## src/hw/isfu_map.vh

```
// constants for the subtract-from datapath and its register window
// Notes on behaviour
// - plain form: inverse a plus b plus one
// - record bit updates condition field zero
// - overflow enable updates overflow and summary
// - carrying form always updates carry bit
// - carry, overflow from 64 or 32 bits
// - flags reflect truncated result on overflow
// - extended form adds incoming carry bit
// - immediate form: sign extended, carry only
// - minus-one form adds carry plus all ones
// - zero form adds carry, no b operand
`ifndef ISFU_MAP_VH
`define ISFU_MAP_VH
// byte offsets of the register window
`define ISFU_OFS_SRC_A_LO   8'h00
`define ISFU_OFS_SRC_A_HI   8'h04
`define ISFU_OFS_SRC_B_LO   8'h08
`define ISFU_OFS_SRC_B_HI   8'h0C
`define ISFU_OFS_CTRL       8'h10
`define ISFU_OFS_XER        8'h14
`define ISFU_OFS_RES_LO     8'h18
`define ISFU_OFS_RES_HI     8'h1C
`define ISFU_OFS_CR0        8'h20
// control register fields
`define ISFU_CTL_OP_LSB     0
`define ISFU_CTL_OP_MSB     2
`define ISFU_CTL_RECORD     4
`define ISFU_CTL_OVEN       5
`define ISFU_CTL_MODE64     6
`define ISFU_CTL_IMM_LSB    16
`define ISFU_CTL_IMM_MSB    31
// exception register fields
`define ISFU_XER_CA         0
`define ISFU_XER_OV         1
`define ISFU_XER_SO         2
// operation selects
`define ISFU_OP_PLAIN       3'h0
`define ISFU_OP_CARRY       3'h1
`define ISFU_OP_EXT         3'h2
`define ISFU_OP_IMM         3'h3
`define ISFU_OP_MINUS1      3'h4
`define ISFU_OP_ZERO        3'h5
// reset values
`define ISFU_CTRL_RST       32'h0000_0040
`define ISFU_XER_RST        3'h0
`endif

```

## src/hw/isfu_unit.v

```verilog
// subtract-from datapath with an axi4-lite register window
//
// The implementer's own choices: the placing of the registers and the AXI4-Lite interface to the registers.
`timescale 1ns/10ps
`include "isfu_map.vh"
module isfu_unit (
  input  wire        mclk,
  input  wire        rstn,
  input  wire        clk_en,
  input  wire        s_axi_awvalid,
  output reg         s_axi_awready,
  input  wire [7:0]  s_axi_awaddr,
  input  wire        s_axi_wvalid,
  output reg         s_axi_wready,
  input  wire [31:0] s_axi_wdata,
  input  wire [3:0]  s_axi_wstrb,
  output reg         s_axi_bvalid,
  input  wire        s_axi_bready,
  output reg  [1:0]  s_axi_bresp,
  input  wire        s_axi_arvalid,
  output reg         s_axi_arready,
  input  wire [7:0]  s_axi_araddr,
  output reg         s_axi_rvalid,
  input  wire        s_axi_rready,
  output reg  [31:0] s_axi_rdata,
  output reg  [1:0]  s_axi_rresp,
  output reg         busy_q
);
  reg  [63:0] src_a_q;
  reg  [63:0] src_b_q;
  reg  [31:0] ctrl_q;
  reg  [2:0]  xer_q;
  reg  [63:0] res_q;
  reg  [3:0]  cr0_q;
  reg         aw_hold_q;
  reg  [7:0]  aw_addr_q;
  reg         w_hold_q;
  reg  [31:0] w_data_q;
  reg  [3:0]  w_strb_q;
  reg         go_q;

  // byte-lane merge, used for every writable word
  function [31:0] merge;
    input [31:0] old;
    input [31:0] nw;
    input [3:0]  strb;
    integer i;
    begin
      merge = old;
      for (i = 0; i < 4; i = i + 1)
        if (strb[i])
          merge[i*8 +: 8] = nw[i*8 +: 8];
    end
  endfunction

  // signed sign test of a result against zero, four-bit field
  function [3:0] cmp_zero;
    input [63:0] r;
    input        so;
    begin
      if (r[63])
        cmp_zero = {1'b1, 1'b0, 1'b0, so};
      else if (r == 64'h0)
        cmp_zero = {1'b0, 1'b0, 1'b1, so};
      else
        cmp_zero = {1'b0, 1'b1, 1'b0, so};
    end
  endfunction

  // address decode shared by both channels; result and cr0 words are read-only
  function addr_hit;
    input [7:0] addr;
    input       wr;
    begin
      if (addr[1:0] != 2'b00)
        addr_hit = 1'b0;
      else if (wr)
        addr_hit = (addr <= `ISFU_OFS_XER);
      else
        addr_hit = (addr <= `ISFU_OFS_CR0);
    end
  endfunction

  wire [2:0]  op     = ctrl_q[`ISFU_CTL_OP_MSB:`ISFU_CTL_OP_LSB];
  wire        rec    = ctrl_q[`ISFU_CTL_RECORD];
  wire        oven   = ctrl_q[`ISFU_CTL_OVEN];
  wire        mode64 = ctrl_q[`ISFU_CTL_MODE64];
  wire [15:0] imm    = ctrl_q[`ISFU_CTL_IMM_MSB:`ISFU_CTL_IMM_LSB];
  wire        ca_in  = xer_q[`ISFU_XER_CA];

  reg  [63:0] opnd_b;
  reg         cin;
  reg         ca_upd;
  reg         reg_form;
  wire [63:0] sum;
  wire        cout;
  wire        ovf;

  // operand and carry select per variant
  always @*
  begin
    opnd_b   = src_b_q;
    cin      = 1'b1;
    ca_upd   = 1'b0;
    reg_form = 1'b1;
    case (op)
      `ISFU_OP_PLAIN:
      begin
        opnd_b = src_b_q;
        cin    = 1'b1;
        ca_upd = 1'b0; // plain form keeps the carry bit
      end
      `ISFU_OP_CARRY:
      begin
        opnd_b = src_b_q;
        cin    = 1'b1;
        ca_upd = 1'b1;
      end
      `ISFU_OP_EXT:
      begin
        opnd_b = src_b_q;
        cin    = ca_in;
        ca_upd = 1'b1;
      end
      `ISFU_OP_IMM:
      begin
        opnd_b   = {{48{imm[15]}}, imm};
        cin      = 1'b1;
        ca_upd   = 1'b1;
        reg_form = 1'b0; // no record or overflow forms
      end
      `ISFU_OP_MINUS1:
      begin
        opnd_b = 64'hFFFF_FFFF_FFFF_FFFF;
        cin    = ca_in;
        ca_upd = 1'b1;
      end
      `ISFU_OP_ZERO:
      begin
        opnd_b = 64'h0; // no second operand
        cin    = ca_in;
        ca_upd = 1'b1;
      end
      default:
      begin
        // unused codes behave as the plain form, carry untouched
        opnd_b = src_b_q;
        cin    = 1'b1;
        ca_upd = 1'b0;
      end
    endcase
  end

  isfu_adder u_add (
    .not_a  (~src_a_q),
    .opnd_b (opnd_b),
    .cin    (cin),
    .mode64 (mode64),
    .sum    (sum),
    .cout   (cout),
    .ovf    (ovf)
  );

  wire so_next = xer_q[`ISFU_XER_SO] | (reg_form & oven & ovf); // sticky

  // write response decided from the held address, only valid once both halves are in
  wire        wr_map  = addr_hit(aw_addr_q, 1'b1);

  // write channel: address and data taken in either order, then answered
  // readies hold while clk_en is low, so no request may be changed then
  always @(posedge mclk or negedge rstn)
  begin
    if (!rstn)
    begin
      s_axi_awready <= 1'b0;
      s_axi_wready  <= 1'b0;
      s_axi_bvalid  <= 1'b0;
      s_axi_bresp   <= 2'b00;
      aw_hold_q     <= 1'b0;
      aw_addr_q     <= 8'h00;
      w_hold_q      <= 1'b0;
      w_data_q      <= 32'h0;
      w_strb_q      <= 4'h0;
    end
    else if (clk_en)
    begin
      s_axi_awready <= ~aw_hold_q & ~s_axi_awready & ~s_axi_bvalid;
      s_axi_wready  <= ~w_hold_q & ~s_axi_wready & ~s_axi_bvalid;
      if (s_axi_awvalid && s_axi_awready)
      begin
        aw_hold_q <= 1'b1;
        aw_addr_q <= s_axi_awaddr;
        s_axi_awready <= 1'b0;
      end
      if (s_axi_wvalid && s_axi_wready)
      begin
        w_hold_q <= 1'b1;
        w_data_q <= s_axi_wdata;
        w_strb_q <= s_axi_wstrb;
        s_axi_wready <= 1'b0;
      end
      if (aw_hold_q && w_hold_q && !s_axi_bvalid)
      begin
        aw_hold_q    <= 1'b0;
        w_hold_q     <= 1'b0;
        s_axi_bvalid <= 1'b1;
        s_axi_bresp  <= wr_map ? 2'b00 : 2'b10; // slverr on unmapped
      end
      else if (s_axi_bvalid && s_axi_bready)
        s_axi_bvalid <= 1'b0;
    end
  end

  wire wr_do = aw_hold_q & w_hold_q & ~s_axi_bvalid;
  // software view of the exception bits, merged by byte lane
  wire [31:0] xer_wr = merge({29'h0, xer_q}, w_data_q, w_strb_q);

  // operand and control registers; a ctrl write launches an operation
  always @(posedge mclk or negedge rstn)
  begin
    if (!rstn)
    begin
      src_a_q <= 64'h0;
      src_b_q <= 64'h0;
      ctrl_q  <= `ISFU_CTRL_RST;
      go_q    <= 1'b0;
      busy_q  <= 1'b0;
    end
    else if (clk_en)
    begin
      go_q   <= 1'b0;
      busy_q <= 1'b0;
      if (wr_do)
      begin
        case (aw_addr_q)
          `ISFU_OFS_SRC_A_LO: src_a_q[31:0]  <= merge(src_a_q[31:0], w_data_q, w_strb_q);
          `ISFU_OFS_SRC_A_HI: src_a_q[63:32] <= merge(src_a_q[63:32], w_data_q, w_strb_q);
          `ISFU_OFS_SRC_B_LO: src_b_q[31:0]  <= merge(src_b_q[31:0], w_data_q, w_strb_q);
          `ISFU_OFS_SRC_B_HI: src_b_q[63:32] <= merge(src_b_q[63:32], w_data_q, w_strb_q);
          `ISFU_OFS_CTRL:
          begin
            ctrl_q <= merge(ctrl_q, w_data_q, w_strb_q);
            go_q   <= 1'b1;
            busy_q <= 1'b1;
          end
          default: ;
        endcase
      end
    end
  end

  // result, exception bits and condition field
  always @(posedge mclk or negedge rstn)
  begin
    if (!rstn)
    begin
      res_q <= 64'h0;
      xer_q <= `ISFU_XER_RST;
      cr0_q <= 4'h0;
    end
    else if (clk_en)
    begin
      if (go_q)
      begin
        res_q <= sum;
        if (ca_upd)
          xer_q[`ISFU_XER_CA] <= cout; // plain form keeps carry
        if (reg_form && oven)
        begin
          xer_q[`ISFU_XER_OV] <= ovf;
          xer_q[`ISFU_XER_SO] <= so_next; // never cleared here
        end
        if (reg_form && rec)
          cr0_q <= cmp_zero(sum, so_next); // truncated result used
      end
      else if (wr_do && aw_addr_q == `ISFU_OFS_XER)
        xer_q <= xer_wr[2:0]; // software clear
    end
  end

  // read channel: one-cycle answer after address taken
  always @(posedge mclk or negedge rstn)
  begin
    if (!rstn)
    begin
      s_axi_arready <= 1'b0;
      s_axi_rvalid  <= 1'b0;
      s_axi_rdata   <= 32'h0;
      s_axi_rresp   <= 2'b00;
    end
    else if (clk_en)
    begin
      s_axi_arready <= ~s_axi_arready & ~s_axi_rvalid;
      if (s_axi_arvalid && s_axi_arready)
      begin
        s_axi_arready <= 1'b0;
        s_axi_rvalid  <= 1'b1;
        s_axi_rresp   <= addr_hit(s_axi_araddr, 1'b0) ? 2'b00 : 2'b10;
        case (s_axi_araddr)
          `ISFU_OFS_SRC_A_LO: s_axi_rdata <= src_a_q[31:0];
          `ISFU_OFS_SRC_A_HI: s_axi_rdata <= src_a_q[63:32];
          `ISFU_OFS_SRC_B_LO: s_axi_rdata <= src_b_q[31:0];
          `ISFU_OFS_SRC_B_HI: s_axi_rdata <= src_b_q[63:32];
          `ISFU_OFS_CTRL:     s_axi_rdata <= ctrl_q;
          `ISFU_OFS_XER:      s_axi_rdata <= {29'h0, xer_q};
          `ISFU_OFS_RES_LO:   s_axi_rdata <= res_q[31:0];
          `ISFU_OFS_RES_HI:   s_axi_rdata <= res_q[63:32];
          `ISFU_OFS_CR0:      s_axi_rdata <= {28'h0, cr0_q};
          default:
          begin
            s_axi_rdata <= 32'h0;
            s_axi_rresp <= 2'b10;
          end
        endcase
      end
      else if (s_axi_rvalid && s_axi_rready)
        s_axi_rvalid <= 1'b0;
    end
  end
endmodule // isfu_unit

```

## src/hw/isfu_adder.v

```verilog
// combinational subtract-from adder with 64 and 32 bit status
`timescale 1ns/10ps
module isfu_adder (
  input  wire [63:0] not_a,
  input  wire [63:0] opnd_b,
  input  wire        cin,
  input  wire        mode64,
  output wire [63:0] sum,
  output wire        cout,
  output wire        ovf
);
  wire [64:0] full;
  wire [32:0] low;

  // full sum and low-word sum for mode select
  assign full = {1'b0, not_a} + {1'b0, opnd_b} + {64'h0, cin};
  assign low  = {1'b0, not_a[31:0]} + {1'b0, opnd_b[31:0]} + {32'h0, cin};
  assign sum  = full[63:0];
  // status taken from result width in use
  assign cout = mode64 ? full[64] : low[32];
  assign ovf  = mode64 ? ((not_a[63] == opnd_b[63]) && (full[63] != not_a[63]))
                       : ((not_a[31] == opnd_b[31]) && (low[31] != not_a[31]));
endmodule // isfu_adder

```

## config.mk

```make
export PLATFORM = sky130hd
export DESIGN_NAME = isfu_unit
export DESIGN_NICKNAME = d
export VERILOG_FILES = /design/src/hw/isfu_unit.v /design/src/hw/isfu_adder.v
export VERILOG_INCLUDE_DIRS = /design/src /design/src/hw
export SDC_FILE = /design/constraint.sdc
export NUM_CORES = 1
export LEC_CHECK = 0
export ABC_CLOCK_PERIOD_IN_PS = 6900
export BUFFER_PORTS_ARGS = -buffer_cell sky130_fd_sc_hd__buf_2
export CELL_PAD_IN_SITES_DETAIL_PLACEMENT = 1
export CELL_PAD_IN_SITES_GLOBAL_PLACEMENT = 2
export CORE_MARGIN = 10
export CORE_UTILIZATION = 44
export DETAILED_ROUTE_END_ITERATION = 6
export GPL_ROUTABILITY_DRIVEN = 0
export PLACE_DENSITY_LB_ADDON = 0.25
export SLEW_MARGIN = 20
export SYNTH_ARGS = -nofsm -noshare
export SYNTH_HDL_FRONTEND = slang
export SYNTH_HIERARCHICAL = 1
export SYNTH_SLANG_ARGS = --single-unit
```

## constraint.sdc

```tcl
create_clock -name mclk -period 6.9 [get_ports mclk]
set_input_delay 0.69 -clock mclk [delete_from_list [all_inputs] [get_ports mclk]]
set_output_delay 0.69 -clock mclk [all_outputs]
set_load 0.03 [all_outputs]
```

==> results_dict.tcl, run 1 <==
set metrics [dict create \
    outcome "completed" \
    synth-seq-cells 317 \
    rr_startpoint "ctrl_q[0]" \
    worst_hold_slack_ps 100.3 \
    io_pins 102 \
    endpoint_kind "register" \
    nNetsFinal 2157 \
    path_max_fanout 23 \
    multi_input_area_um2 11300 \
    worstSetupPathType "reg -> reg" \
    grt-ovfl-total 0 \
    fp.dieW_um 233.2 \
    synthCells 1978 \
    insertion_delay_ps 580 \
    final-instance-count-excl-fill 2661 \
    drtPass1Iterations 6 \
    cts-root-buf "clkbuf_16" \
    synth_edf_count 0 \
    cts.clk_slew.worst_paths_ps 60 \
    synthArstFlopShare_pct 100.0 \
    clock_path_buffers 3 \
    wire_per_inst_um 30.45 \
    yosysUniqueCellTypes 96 \
    leakage_nw 10.93 \
    cts_tree "done" \
    hold_class "in -> async" \
    rrSetupSlack_ps 510 \
    cts_buffers 38 \
    ys.flop_type "dfrtp_1" \
    numClockSinks 317 \
    fmax_mhz 156.6 \
    layout-drive-gt1-share_pct 25.44 \
    grt_pass1_wl_um 120300 \
    fp.coreArea_um2 45190 \
    cp-start-kind "register" \
    port-buffer-count 99 \
    die_area_um2 54360 \
    power_density_nw_per_um2 415.0 \
    rr_worst_depth 20 \
    grt_max_degree 122 \
    cts_hold_buf 0 \
    setup_tns_ps 0 \
    num_rows 78 \
    maxSlewViolCount 0 \
    rr_endpoint "cr0_q[1]" \
    fill_cells 5027 \
    yosys_warnings 6 \
    synth.avg_cell_area_um2 10.11 \
    syn_to_final_growth_pct 11.57 \
    placedCellCount 2591 \
    fin_crit_sh_pct 92.55 \
    vias_per_cell 6.410 \
    drc_errors 0 \
    fin_skew_ps 28.91 \
    antenna_left 0 \
    cts_resized 0 \
    cts_setup_buffers 0 \
    finalCriticalPeriod_ps 6386 \
    synth_area_um2 19990 \
    final-setup-viol-count 0 \
    vias 17057 \
    drt-total-wl_um 81020 \
    rsz0062_at_grt "no" \
    tightest_slew_ps 1154 \
    cts_max_level 2 \
    vdd_drop_max_mv 0.2870 \
    grt_antenna_before_repair 4 \
    regArea_um2 7934 \
    cp.required_ps 7420 \
    cap_violations 0 \
    place_hpwl_um 61790 \
    first_iter_violations 1370 \
    chipHeight_um 233.2 \
    relSlewSlack_pct 22.50 \
    grt_pass1_vias 17912 \
    grt_usage_pct 29.71 \
    worstPathArrival_ps 6900 \
    yosysSeqAreaShare_pct 39.69 \
    initial_core_util_pct 44.24 \
    hold_violations 0 \
    total_power_mw 9.255 \
]
-- synthesized netlist by cell type (9+ instances only) --
library cell / count / area (um^2)
a21o_1: 82 / 615.6
a21oi_1: 110 / 550.5
a22o_1: 40 / 350.3
a22oi_1: 36 / 270.3
a31oi_1: 28 / 175.2
a32oi_1: 13 / 113.9
and2_1: 12 / 75.07
and3_1: 20 / 125.1
buf_1: 10 / 37.54
buf_2: 16 / 80.08
clkbuf_1: 79 / 296.5
dfrtp_1: 316 / 7908
ha_1: 63 / 788.3
inv_1: 92 / 345.3
mux2_2: 254 / 2860
mux2i_1: 32 / 320.3
mux4_2: 9 / 202.7
nand2_1: 145 / 544.3
nand2b_1: 14 / 87.58
nand3_1: 30 / 150.1
nand3b_1: 9 / 67.56
nand4_1: 27 / 168.9
nor2_1: 85 / 319.1
nor2b_1: 12 / 75.07
nor3_1: 25 / 125.1
nor4_1: 20 / 125.1
nor4_4: 13 / 276.5
o21ai_0: 111 / 555.5
o21ai_1: 13 / 65.06
o21bai_1: 17 / 127.6
o22ai_1: 11 / 68.82
o31ai_1: 13 / 97.59
or4bb_1: 9 / 101.4
xnor2_1: 35 / 306.5
xor2_1: 21 / 183.9
-- layer usage --
metal | GRT usage (%) | routed length (um) | share of wire (%) | vias up
met2 | 47.02 | 37220 | 46 | 606
met5 | 0 | 25 | 0.031 | -
met3 | 5.605 | 5663 | 7.0 | 155
met1 | 38.64 | 34290 | 42 | 8851
li1 | - | - | - | 7441
met4 | 13.98 | 3827 | 4.7 | 4
-- power by group --
part,total [mW],internal [mW],switching [mW],leakage (nW)
logic,4.70,1.57,3.12,6.18
registers,2.56,2.13,0.432,4.15
clock network,2.00,1.14,0.859,0.601
-- stage by stage --
step | util [%] | worst slack [ps] | area [um^2]
after floorplan | - | 2391 | 19990
after global placement | 46.60 | 842.3 | 21060
after detailed placement | 46.60 | 734.9 | 21060
after CTS | 49.32 | 668.7 | 22280
after global routing | 49.35 | 104.9 | 22300
final | 49.36 | 514.1 | 22300
-- logic make-up (layout without fill, tap and decap cells) --
logic type / count (synthesis) / in the layout / synth area share [%]
DFF: 317 / 317 / 39.69
buffers and inverters: 208 / 289 / 4.269
AOI/OAI and AO/OA: 550 / 550 / 18.44
other: 1 / 3 / 0.01876
adders and majority gates: 65 / 65 / 4.143
muxes: 296 / 296 / 16.98
and+or+nand+nor: 485 / 485 / 14.01
xor gates and xnor gates: 56 / 56 / 2.454
-- worst max-delay path: stages, from the launching register on --
cell and delay, ps:
dfrtp_1 790, nor2b_1 690, a22o_1 220, a22oi_1 60
o21ai_0 110, inv_1 90, fa_1 440, inv_1 80
fa_1 230, a21oi_1 100, o21ai_0 180, a21oi_1 160
o21ai_1 470, a21oi_1 200, o21ai_1 650, nand4_1 180
o311a_1 270, nor4_1 640, nand4_1 220, nor4_1 310
mux2_2 230
-- placed cells by master, fill, tap and decap left out, types with 35 or more instances in the layout --
master,instances
a21oi_1,110
clkbuf_16,38
xnor2_1,35
nand2_1,144
o21ai_0,111
a22o_1,40
a21o_1,82
ha_1,63
a22oi_1,36
buf_2,97
dfrtp_1,316
mux2_2,254
nor2_1,83
inv_1,92
-- worst max path at each step --
stage | startpoint | endpoint
floorplan | ctrl_q[1] | cr0_q[1]
global placement | ctrl_q[0] | cr0_q[1]
detailed placement | ctrl_q[0] | cr0_q[1]
CTS | ctrl_q[0] | cr0_q[1]
global route | ctrl_q[0] | cr0_q[1]
finish | ctrl_q[0] | cr0_q[1]
-- sequential cells by signal, summed over array words and instances, names as in the netlist, 8 cells and up --
register     cells
s_axi_rdata     32
aw_addr_q        8
src_a_q         64
res_q           64
src_b_q         64
ctrl_q          32
w_data_q        32
-- final cells by class --
class	instances	share of cell area (%)
Multi-Input combinational cell	1454	50.65
Sequential cell	317	35.57
Clock buffer	55	4.864
Tap cell	600	3.366
Timing Repair Buffer	128	3.327
Inverter	93	1.565
Clock inverter	13	0.6452
Antenna cell	1	0.01122
No activity file was read; power rests on OpenSTA's default activity.
==> inputs of run 2 (changes only) <==
Settings changed: ABC_AREA from default to 1, CORE_UTILIZATION 44 to 38, SYNTH_HIERARCHICAL 1 to default.
==> run 2 against run 1 <==
Effect of this change:
- critical path depth is 7 higher
- clock skew is 7.9 ps lower
- die area is 17% higher
- synthesized cell count is 55% higher
- via count is 23% higher
- first-iteration DRC count is 38% higher
- register-to-register slack better by 610 ps
- global-route usage is 1.6 points lower
- utilization is 6.0 points lower
- final cell count is 44% higher
==> results_dict.tcl, run 2 <==
set metrics [dict create \
    outcome "completed" \
    synthArstFlopShare_pct 100.0 \
    clock_path_buffers 3 \
    fin_crit_sh_pct 83.64 \
    synth-seq-cells 317 \
    cts_resized 0 \
    path_max_fanout 37 \
    port-buffer-count 99 \
    wire_per_inst_um 23.49 \
    place_hpwl_um 72960 \
    yosysTopAreaCellShare_pct 38.75 \
    cp.required_ps 7360 \
    cts-root-buf "clkbuf_16" \
    cts_max_level 2 \
    maxSlewViolCount 0 \
    fin_skew_ps 21.03 \
    insertion_delay_ps 570 \
    drc_errors 0 \
    synth_most_common_cell "nand2_1" \
    antennaDiodeCount 0 \
    grt_antenna_before_repair 1 \
    fmax_mhz 173.3 \
    layout-drive-gt1-share_pct 7.285 \
    yosysSeqAreaShare_pct 38.88 \
    rsz0062_at_grt "no" \
    final_cell_mix "1123 x nand2_1, 547 x inv_1, 365 x o21ai_0" \
    hold_violations 0 \
    syn_to_final_growth_pct 12.35 \
    grt-ovfl-total 0 \
    numClockSinks 317 \
    design_area_um2 22930 \
    grt_usage_pct 28.10 \
    cts_setup_buffers 0 \
    placed_area_um2 21570 \
    cts_buffers 38 \
    synth.avg_cell_area_um2 6.676 \
    die_area_um2 63380 \
    cts_tree "done" \
    setup_slack_ps 1129 \
    num_rows 84 \
    cts_hold_buf 0 \
    synth_edf_count 0 \
    rr_startpoint "ctrl_q[1]" \
    fp.dieW_um 251.7 \
    finalCriticalPeriod_ps 5771 \
    first_iter_violations 1891 \
    rrSetupSlack_ps 1130 \
    yosys_warnings 0 \
    drtPass1Iterations 5 \
    tightest_slew_ps 1093 \
    grt_pass1_vias 21542 \
    cp-start-kind "register" \
    synthCells 3057 \
    vias_per_cell 5.477 \
    yosys-top-cells-count "1124 x nand2_1, 548 x inv_1, 365 x o21ai_0" \
    chipHeight_um 251.7 \
    drt-total-wl_um 90330 \
    synth_top_area_cell "dfrtp_1" \
    io_pins 102 \
    synth_area_um2 20410 \
    ys.flop_type "dfrtp_1" \
    grt_pass1_wl_um 135600 \
    hold_class "in -> async" \
    grt_max_degree 121 \
    cp-startpoint "ctrl_q[1]" \
    final_common_cell "nand2_1" \
    largestRegisters "res_q x64, src_a_q x64, src_b_q x64" \
    vias 21058 \
    yosysUniqueCellTypes 50 \
    worstSetupPathType "reg -> reg" \
    fp.coreArea_um2 52870 \
    relSlewSlack_pct 27.03 \
    synth_area_leaders "dfrtp_1 39%, nand2_1 21%, inv_1 10%, o21ai_0 9.0%, ha_1 3.9%" \
    final-setup-viol-count 0 \
    setup_tns_ps 0 \
    nNetsFinal 3255 \
    cts.clk_slew.worst_paths_ps 70 \
    antenna_left 0 \
    endpoint_kind "register" \
    initial_core_util_pct 38.60 \
    pre_cts_ws_ps 1371 \
    worstPathArrival_ps 6230 \
    cap_violations 0 \
]
run 2: critical path, stage by stage (launching register included):
cell and delay, ps:
dfrtp_1 430, inv_1 90, nor2_1 60, clkinv_1 290, nor2_1 120, nor2_1 140
clkinv_1 790, buf_4 570, o22ai_1 150, inv_1 60, ha_1 370, nand2_1 180
nor2_1 340, nand3_1 200, nand3_2 230, nand2_1 170, nand2_1 210, nand2_1 100
nand2_1 80, nand2_1 40, nand2_1 110, nand2_1 90, nor2_1 270, nand2_1 110
nor2_1 120, nand3_1 150, nand3_1 110, nand2_1 50
run 2: cell families after synthesis:
kind of cell	after synthesis	share of synthesized area, %
xor+xnor	18	0.7725
compound gates	543	15.00
fa+ha+maj	65	4.059
flops	317	38.88
other cells	1	0.01837
buf+inv	638	11.88
simple gates	1475	29.40
run 2: layout make-up:
cell class | instances | area (um^2)
tap | 688 | 860.8
clock inverter | 13 | 200.2
inverter | 555 | 2083
sequential | 317 | 7934
fill | 6843 | 29940
multi-input combinational | 2103 | 10070
clock buffer | 54 | 1132
timing repair buffer | 115 | 645.6
run 2: path summary, 6_finish.rpt:
| path | endpoint | cells after the start |
|---|---|---|
| setup / recovery | cr0_q[2] | 27 |
| hold / removal | aw_addr_q[6] | 1 |
| setup reg to reg | cr0_q[2] | 27 |
| hold reg to reg | src_a_q[58] | 2 |
| max in group asynchronous | src_a_q[24] | 2 |
| min in group mclk | w_strb_q[2] | 3 |
run 2: stage by stage:
step,std cells,util [%],hold WS (ps)
finish,3845,43.37,236.9
global route,3845,43.37,305.9
CTS,3844,43.32,268.4
detailed placement,3777,40.80,467.6
global placement,3777,40.80,460.7
floorplan,3058,-,394.4
run 2: per-layer routing:
layer  vias up  global-route usage, %  part of all wire, %
met5         -                      0                    0
met4         0                  8.726                  3.1
met3       139                  4.308                  6.9
met2       739                  44.44                   45
met1     10452                  38.91                   45
li1       9728                      -                    -
Power of run 2 is left out: the tool's default activity adds up to more than one toggle a clock period on the data nets, which glitch-free logic cannot reach.
